==> config.mk <==
export PLATFORM = sky130hd
export DESIGN_NAME = cpwu_top
export DESIGN_NICKNAME = d
export VERILOG_FILES = /design/src/core/cpwu_pkg.sv /design/src/core/cpwu_cmp_if.sv /design/src/core/cpwu_channel.sv /design/src/core/cpwu_top.sv
export SDC_FILE = /design/constraint.sdc
export NUM_CORES = 1
export LEC_CHECK = 0
export BUFFER_PORTS_ARGS = -buffer_cell sky130_fd_sc_hd__buf_2
export CAP_MARGIN = 5
export CORE_MARGIN = 1.5
export CORE_UTILIZATION = 56
export CTS_CLUSTER_SIZE = 10
export DETAILED_ROUTE_END_ITERATION = 7
export PLACE_DENSITY = 0.85
export SLEW_MARGIN = 20
export SYNTH_ARGS = -nofsm -noshare
export SYNTH_HDL_FRONTEND = slang
export SYNTH_SLANG_ARGS = --single-unit
==> constraint.sdc <==
create_clock -name clk -period 3 [get_ports clk]
set_input_delay 0.15 -clock clk [delete_from_list [all_inputs] [get_ports clk]]
set_output_delay 0.15 -clock clk [all_outputs]
set_load 0.02 [all_outputs]
==> src/core/cpwu_pkg.sv <==
// package of constants for the 16-bit counter waveform unit
// assumes a single clock domain and a timer tick supplied by a prescaler
`default_nettype none
package cpwu_pkg;
  // ==========================================================
  // widths and fixed values
  localparam int CNT_W = 16;
  localparam logic [15:0] BOTTOM = 16'h0000;
  localparam logic [15:0] MAX_VAL = 16'hffff;
  localparam logic [15:0] TOP_8BIT = 16'h00ff;
  localparam logic [15:0] TOP_9BIT = 16'h01ff;
  localparam logic [15:0] TOP_10BIT = 16'h03ff;
  localparam logic [15:0] MIN_TOP = 16'h0003;
  // ==========================================================
  // waveform generation modes
  localparam logic [3:0] WGM_NORMAL = 4'h0;
  localparam logic [3:0] WGM_PC8 = 4'h1;
  localparam logic [3:0] WGM_PC9 = 4'h2;
  localparam logic [3:0] WGM_PC10 = 4'h3;
  localparam logic [3:0] WGM_CTC_A = 4'h4;
  localparam logic [3:0] WGM_FAST8 = 4'h5;
  localparam logic [3:0] WGM_FAST9 = 4'h6;
  localparam logic [3:0] WGM_FAST10 = 4'h7;
  localparam logic [3:0] WGM_PC_CAP = 4'ha;
  localparam logic [3:0] WGM_PC_A = 4'hb;
  localparam logic [3:0] WGM_CTC_CAP = 4'hc;
  localparam logic [3:0] WGM_FAST_CAP = 4'he;
  localparam logic [3:0] WGM_FAST_A = 4'hf;
  // ==========================================================
  // compare output modes
  localparam logic [1:0] COM_OFF = 2'h0;
  localparam logic [1:0] COM_TOGGLE = 2'h1;
  localparam logic [1:0] COM_CLEAR = 2'h2;
  localparam logic [1:0] COM_SET = 2'h3;
  // ==========================================================
  // counter direction
  typedef enum logic [0:0] {
    CPWU_UP = 1'b0,
    CPWU_DOWN = 1'b1
  } cpwu_dir_e;
endpackage
`default_nettype wire

==> src/core/cpwu_cmp_if.sv <==
// interface joining the counter core to one compare channel
// assumes both ends sit on the same clock
`default_nettype none
interface cpwu_cmp_if;
  logic [15:0] count;
  logic tick;
  logic at_top;
  logic at_bottom;
  logic dir_down;
  logic is_fast;
  logic is_pc;
  logic is_ctc;
  logic load_top;
  logic load_bottom;
  logic [15:0] buf_val;
  logic [15:0] act_val;
  logic match;
  modport core (
    output count, tick, at_top, at_bottom, dir_down, is_fast, is_pc,
    output is_ctc, load_top, load_bottom,
    input act_val, match
  );
  modport chan (
    input count, tick, at_top, at_bottom, dir_down, is_fast, is_pc,
    input is_ctc, load_top, load_bottom,
    output act_val, match,
    input buf_val
  );
endinterface
`default_nettype wire

==> src/core/cpwu_channel.sv <==
// one compare channel: double buffer, match detect, output logic
// assumes a core that marks top, bottom, direction and tick
`default_nettype none
module cpwu_channel (
  // clock and reset
  input wire logic clk,
  input wire logic rst,
  input wire logic ce,
  // core link
  cpwu_cmp_if.chan link,
  // control
  input wire logic [1:0] compare_output_mode,
  input wire logic allow_toggle,
  // results
  output logic waveform_out,
  output logic match_flag_set
);
  logic [15:0] act_reg;
  logic out_reg;
  logic out_next;
  wire buffered = link.is_fast | link.is_pc;
  wire do_load = ~buffered | link.load_top | link.load_bottom;
  wire hit = link.tick & (link.count == act_reg);
  wire pc_clear = (compare_output_mode == cpwu_pkg::COM_CLEAR)
    ^ link.dir_down;
  // ==========================================================
  // output next state
  always_comb
  begin
    out_next = out_reg;
    if (link.tick)
    begin
      if (compare_output_mode == cpwu_pkg::COM_TOGGLE)
      begin
        // in pwm modes toggle needs allow_toggle (modes 11 and 15 on a); ctc and normal always toggle
        if (hit & (allow_toggle | link.is_ctc | ~buffered))
          out_next = ~out_reg;
      end
      else if (compare_output_mode != cpwu_pkg::COM_OFF)
      begin
        if (link.is_pc)
        begin
          if (hit)
            out_next = ~pc_clear;
        end
        else if (link.is_fast)
        begin
          // match wins over top so compare equal to top holds level
          if (hit)
            out_next = (compare_output_mode == cpwu_pkg::COM_SET);
          else if (link.at_top)
            out_next = (compare_output_mode == cpwu_pkg::COM_CLEAR);
        end
        else if (hit)
          out_next = (compare_output_mode == cpwu_pkg::COM_SET);
      end
    end
  end
  // ==========================================================
  // registers
  always_ff @(posedge clk)
  begin
    if (rst)
    begin
      act_reg <= cpwu_pkg::BOTTOM;
      out_reg <= 1'b0;
    end
    else if (ce)
    begin
      if (do_load)
        act_reg <= link.buf_val;
      out_reg <= out_next;
    end
  end
  assign link.act_val = act_reg;
  assign link.match = hit;
  assign waveform_out = out_reg;
  assign match_flag_set = ce & hit;
endmodule
`default_nettype wire

==> src/core/cpwu_top.sv <==
// waveform unit of a 16-bit timer: fast pwm corners, phase correct pwm
// assumes timer_tick comes from a prescaler on clk, one cycle wide
// How it works
// - fast pwm with compare at bottom gives one narrow spike per period
// - fast pwm with compare at top holds output constant per polarity
// - fast pwm toggle mode toggles output a on match, mode 15 only
// - toggle with compare a zero gives half the io clock rate
// - fast pwm keeps compare double buffering, also while toggling
// - phase correct pwm for modes 1, 2, 3, 10 and 11
// - phase correct counts up bottom to top then down to bottom
// - non-inverting: clear on up-count match, set on down-count match
// - inverting: set on up-count match, clear on down-count match
// - top fixed 0xff, 0x1ff, 0x3ff, or capture value, or compare a
// - counter reverses at top and holds top for one tick
// - compare match sets the channel match flag
`default_nettype none
module cpwu_top #(
  parameter int CNT_W = cpwu_pkg::CNT_W
) (
  // clock and reset
  input wire logic clk,
  input wire logic rst,
  input wire logic ce,
  // timer clock from prescaler
  input wire logic timer_tick,
  // configuration
  input wire logic [3:0] waveform_gen_mode,
  input wire logic [1:0] compare_output_mode_a,
  input wire logic [1:0] compare_output_mode_b,
  input wire logic [15:0] compare_value_a,
  input wire logic [15:0] compare_value_b,
  input wire logic [15:0] capture_value_reg,
  // flag clears from software
  input wire logic flag_a_clear,
  input wire logic flag_b_clear,
  input wire logic flag_top_clear,
  // outputs
  output logic waveform_out_a,
  output logic waveform_out_b,
  output logic [15:0] counter_value,
  output logic count_down,
  output logic match_flag_a,
  output logic match_flag_b,
  output logic top_flag
);
  logic [15:0] cnt_reg;
  logic [15:0] cnt_next;
  cpwu_pkg::cpwu_dir_e dir_reg;
  cpwu_pkg::cpwu_dir_e dir_next;
  logic flag_a_reg;
  logic flag_b_reg;
  logic top_flag_reg;
  logic [15:0] top_val;
  logic [15:0] act_a;
  logic is_pc;
  logic is_fast;
  logic is_ctc;
  logic uses_a_top;
  logic at_top;
  logic at_bottom;
  logic set_a;
  logic set_b;
  cpwu_cmp_if if_a ();
  cpwu_cmp_if if_b ();

  // ==========================================================
  // mode decoding
  function automatic logic mode_pc(input logic [3:0] m);
    mode_pc = (m == cpwu_pkg::WGM_PC8) | (m == cpwu_pkg::WGM_PC9) |
      (m == cpwu_pkg::WGM_PC10) | (m == cpwu_pkg::WGM_PC_CAP) |
      (m == cpwu_pkg::WGM_PC_A);
  endfunction

  function automatic logic mode_fast(input logic [3:0] m);
    mode_fast = (m == cpwu_pkg::WGM_FAST8) | (m == cpwu_pkg::WGM_FAST9) |
      (m == cpwu_pkg::WGM_FAST10) | (m == cpwu_pkg::WGM_FAST_CAP) |
      (m == cpwu_pkg::WGM_FAST_A);
  endfunction

  assign is_pc = mode_pc(waveform_gen_mode);
  assign is_fast = mode_fast(waveform_gen_mode);
  assign is_ctc = (waveform_gen_mode == cpwu_pkg::WGM_CTC_A) |
    (waveform_gen_mode == cpwu_pkg::WGM_CTC_CAP);
  assign uses_a_top = (waveform_gen_mode == cpwu_pkg::WGM_PC_A) |
    (waveform_gen_mode == cpwu_pkg::WGM_FAST_A) |
    (waveform_gen_mode == cpwu_pkg::WGM_CTC_A);

  // ==========================================================
  // top selection
  // variable top below 0x0003 is not guarded; software keeps it legal
  always_comb
  begin
    case (waveform_gen_mode)
      cpwu_pkg::WGM_PC8, cpwu_pkg::WGM_FAST8:
        top_val = cpwu_pkg::TOP_8BIT;
      cpwu_pkg::WGM_PC9, cpwu_pkg::WGM_FAST9:
        top_val = cpwu_pkg::TOP_9BIT;
      cpwu_pkg::WGM_PC10, cpwu_pkg::WGM_FAST10:
        top_val = cpwu_pkg::TOP_10BIT;
      cpwu_pkg::WGM_PC_CAP, cpwu_pkg::WGM_CTC_CAP, cpwu_pkg::WGM_FAST_CAP:
        top_val = capture_value_reg;
      cpwu_pkg::WGM_PC_A, cpwu_pkg::WGM_CTC_A, cpwu_pkg::WGM_FAST_A:
        top_val = act_a;
      default:
        top_val = cpwu_pkg::MAX_VAL;
    endcase
  end

  assign at_top = (cnt_reg == top_val);
  assign at_bottom = (cnt_reg == cpwu_pkg::BOTTOM);

  // ==========================================================
  // counter next state
  always_comb
  begin
    cnt_next = cnt_reg;
    dir_next = dir_reg;
    if (timer_tick)
    begin
      if (is_pc)
      begin
        // top is held for exactly one tick, then the count turns
        if (at_top)
        begin
          dir_next = cpwu_pkg::CPWU_DOWN;
          // a variable top still at zero before its first load must not
          // wrap the count below bottom
          if (~at_bottom)
            cnt_next = cnt_reg - 16'h0001;
        end
        else if (dir_reg == cpwu_pkg::CPWU_DOWN & ~at_bottom)
          cnt_next = cnt_reg - 16'h0001;
        else
        begin
          dir_next = cpwu_pkg::CPWU_UP;
          cnt_next = cnt_reg + 16'h0001;
        end
      end
      else
      begin
        dir_next = cpwu_pkg::CPWU_UP;
        if (at_top)
          cnt_next = cpwu_pkg::BOTTOM;
        else
          cnt_next = cnt_reg + 16'h0001;
      end
    end
  end

  // ==========================================================
  // counter and flag registers
  always_ff @(posedge clk)
  begin
    if (rst)
    begin
      cnt_reg <= cpwu_pkg::BOTTOM;
      dir_reg <= cpwu_pkg::CPWU_UP;
    end
    else if (ce)
    begin
      cnt_reg <= cnt_next;
      dir_reg <= dir_next;
    end
  end

  // set wins over clear so a match in the clearing cycle is kept
  always_ff @(posedge clk)
  begin
    if (rst)
    begin
      flag_a_reg <= 1'b0;
      flag_b_reg <= 1'b0;
      top_flag_reg <= 1'b0;
    end
    else if (ce)
    begin
      flag_a_reg <= set_a | (flag_a_reg & ~flag_a_clear);
      flag_b_reg <= set_b | (flag_b_reg & ~flag_b_clear);
      top_flag_reg <= (timer_tick & at_top) |
        (top_flag_reg & ~flag_top_clear);
    end
  end

  // ==========================================================
  // channel links
  // phase correct loads at top, fast pwm at the wrap to bottom
  assign if_a.count = cnt_reg;
  assign if_a.tick = timer_tick;
  assign if_a.at_top = at_top;
  assign if_a.at_bottom = at_bottom;
  assign if_a.dir_down = (dir_reg == cpwu_pkg::CPWU_DOWN) & ~at_top;
  assign if_a.is_fast = is_fast;
  assign if_a.is_pc = is_pc;
  assign if_a.is_ctc = is_ctc;
  assign if_a.load_top = timer_tick & at_top & is_pc;
  assign if_a.load_bottom = timer_tick & at_top & is_fast;
  assign if_a.buf_val = compare_value_a;
  assign if_b.count = cnt_reg;
  assign if_b.tick = timer_tick;
  assign if_b.at_top = at_top;
  assign if_b.at_bottom = at_bottom;
  assign if_b.dir_down = (dir_reg == cpwu_pkg::CPWU_DOWN) & ~at_top;
  assign if_b.is_fast = is_fast;
  assign if_b.is_pc = is_pc;
  assign if_b.is_ctc = is_ctc;
  assign if_b.load_top = timer_tick & at_top & is_pc;
  assign if_b.load_bottom = timer_tick & at_top & is_fast;
  assign if_b.buf_val = compare_value_b;
  assign act_a = if_a.act_val;

  cpwu_channel u_chan_a (
    .clk(clk),
    .rst(rst),
    .ce(ce),
    .link(if_a),
    .compare_output_mode(compare_output_mode_a),
    .allow_toggle(uses_a_top),
    .waveform_out(waveform_out_a),
    .match_flag_set(set_a)
  );

  cpwu_channel u_chan_b (
    .clk(clk),
    .rst(rst),
    .ce(ce),
    .link(if_b),
    .compare_output_mode(compare_output_mode_b),
    .allow_toggle(1'b0),
    .waveform_out(waveform_out_b),
    .match_flag_set(set_b)
  );

  assign counter_value = cnt_reg;
  assign count_down = (dir_reg == cpwu_pkg::CPWU_DOWN);
  assign match_flag_a = flag_a_reg;
  assign match_flag_b = flag_b_reg;
  assign top_flag = top_flag_reg;
endmodule
`default_nettype wire

==> results.sh <==
export IMPL_status="completed"
export IMPL_maxSlewViolCount=0
export IMPL_rows=30
export IMPL_htreeDepth=2
export IMPL_synth_seq_cells=54
export IMPL_cts_buffers=5
export IMPL_place_area_um2=4782
export IMPL_io_pins=85
export IMPL_power_frac_comb_pct=21.9
export IMPL_netlist_area_leader_share_pct=26.61
export IMPL_grt_pass1_vias=4199
export IMPL_grt_max_degree=49
export IMPL_grt_overflow=0
export IMPL_syn2layout_area_growth_pct=20.91
export IMPL_cellLeakagePower_nw=2.259
export IMPL_fmax_mhz=354.6
export IMPL_antenna_found_initial=0
export IMPL_cts_sinks=54
export IMPL_finalSetupTns_ns=0
export IMPL_period_minus_slack_ns=2.820
export IMPL_postCtsSetupBuffers=0
export IMPL_synth_edf_count=0
export IMPL_switching_share_pct=30.10
export IMPL_finalCritPeriodShare_pct=93.99
export IMPL_start_util_pct=58.82
export IMPL_clock_path_buffers=2
export IMPL_finalClockSkew_ns=0.01127
export IMPL_dr_first_iter_drc_count=487
export IMPL_max_vdd_ir_drop_mv=0.2917
export IMPL_dieArea_um2=7775
export IMPL_track_usage_pct=34.23
export IMPL_diodes=0
export IMPL_setup_violations=0
export IMPL_worstPathRequired_ns=3.20
export IMPL_drcViolationCount=0
export IMPL_hold_path_class="in -> reg"
export IMPL_nNetsFinal=677
export IMPL_dp_hpwl_um=9690
export IMPL_grt_pass1_wl_um=20670
export IMPL_start_kind="input port"
export IMPL_synthFlopType="dfxtp_1"
export IMPL_syn_num_nets=583
export IMPL_critPathKind="in -> reg"
export IMPL_worst_pin_slew_ns=0.5530
export IMPL_final_layout_size_suffix_gt1_share_pct=25.49
export IMPL_io_buffers=84
export IMPL_wl_um=13010
export IMPL_p_int_w=0.001162
export IMPL_power_density_nw_per_um2=338.5
export IMPL_rsz0062_at_grt="no"
export IMPL_final_core_util_pct=71.12
export IMPL_gp_congestion=0.9621
export IMPL_dr_pass1_iters=6
export IMPL_cp_max_fo=10
export IMPL_relSlewSlack_pct=63.08
export IMPL_synth_cell_types=71
export IMPL_synth_area_top_cells="dfxtp_1 27%, mux2i_1 9.4%, xnor2_1 5.6%, nor2_1 4.9%, a21oi_1 3.1%"
export IMPL_cp_end_kind="flop"
export IMPL_core_area_um2=6907
export IMPL_mostFrequentLayoutCell="buf_2"
export IMPL_ant_nets=0
export IMPL_cts_root_buf="clkbuf_8"
export IMPL_seq_area_frac_synth_pct=26.61
export IMPL_syn_area_um2=4063
export IMPL_synth_avg_cell_area_um2=7.858
export IMPL_viasPerCell=6.360
export IMPL_p_sw_w=0.0005005
export IMPL_syn_inst=517
export IMPL_hold_viol_final=0
export IMPL_crit_arrival_ns=3.02
export IMPL_final_area_um2=4912
export IMPL_final_cell_mix="84 x buf_2, 53 x nor2_1, 53 x dfxtp_1"
export IMPL_cts_tree="built"
export IMPL_synth_top_area_cell="dfxtp_1"
export IMPL_cap_violations=0
export IMPL_wl_per_cell_um=18.37
export IMPL_clk_transition_reported_paths_ns=0.11
export IMPL_insertion_delay_ns=0.32
export IMPL_p_seq_share_pct=45.8
export IMPL_hold_ws_ns=0.05702
export IMPL_yosysWarnings=0
export IMPL_die_h_um=88.18
export IMPL_die_w_um=88.18
export IMPL_p_clk_share_pct=32.2
export IMPL_via_count=4503
export IMPL_async_flop_share_pct=0
export IMPL_cts_hold_buf=0
## through the flow
stage / power (W) / cells / setup WS, ns
final: 0.001663 / 708 / 0.1803
after global routing: 0.001725 / 708 / 0.07180
after CTS: 0.001659 / 708 / 0.1403
after detailed placement: 0.001133 / 700 / -0.07948
after global placement: 0.001123 / 700 / 0.09199
after floorplan: 0.001005 / 517 / 0.2707
## power by group through the flow
stage | clock (W) | sequential [W] | combinational (W)
floorplan | 0 | 0.000775 | 0.000230
global placement | 0 | 0.000776 | 0.000347
detailed placement | 0 | 0.000778 | 0.000355
CTS | 0.000540 | 0.000762 | 0.000357
global route | 0.000564 | 0.000765 | 0.000396
finish | 0.000536 | 0.000762 | 0.000365
## what timing repair did
action	CTS	global route
hold endpoints to repair	0	0
setup endpoints to repair	0	2
resized for setup	0	4
## routing by layer
layer  track usage, %  wire length (um)  up-vias
met5                0                 0        -
met4            16.48               533        0
met3            6.032              1365       51
met2            53.64              5795      303
met1            45.55              5311     2079
li1                 -                 -     2070
## critical path: stages
cell	delay, ns
buf_2	0.10
or4b_1	0.64
a21oi_1	0.26
mux2i_1	0.25
nand4_1	0.17
nor4_4	0.38
and4bb_4	0.38
nor2_2	0.07
buf_4	0.19
a221oi_1	0.31
o32ai_1	0.12
## synthesized netlist by cell type, types with 5 or more instances
cell,number
a221oi_1,5
o32ai_1,7
a21oi_1,25
nor4_1,10
buf_2,10
and3_1,8
or3_1,7
a21boi_0,9
xnor2_1,26
nand4_1,6
inv_1,25
clkbuf_1,24
o21ai_0,10
nor3_1,15
dfxtp_1,54
nand2b_1,6
xor2_1,12
nor2b_1,10
nor2_1,53
a211oi_1,7
a22oi_1,6
o31ai_1,10
nand3_1,17
a31oi_1,11
mux2i_1,38
nand2_1,28
## area by class of cell
cell class	count	area, um^2
clock buffers	5	68.82
clock inverters	3	48.80
fillers	601	1994
inverters	26	97.59
multi-input cells	394	2691
flip-flops and latches	54	1082
well taps	96	120.1
repair buffers	130	803.3
## path summary, 6_finish.rpt
path	startpoint	endpoint	slack, ns	depth (start not counted)
worst min register to register	u_chan_a.waveform_out	u_chan_a.waveform_out	0.50	2
worst min-delay path	compare_value_a[8]	u_chan_a.link.act_val[8]	0.06	3
worst max-delay path	waveform_gen_mode[3]	counter_value[12]	0.18	11
worst max register to register	counter_value[3]	counter_value[12]	0.19	10
## cells by family after synthesis
kind of cell    after synthesis  share of synthesized area [%]
compound gates              129                          23.13
xor+xnor                     38                          8.192
fa+ha+maj                     3                         0.9240
buf+inv                      69                          7.422
flops                        54                          26.61
mux                          39                          9.640
simple gates                185                          24.08
Note: power is estimated with default switching activity, not from simulation.
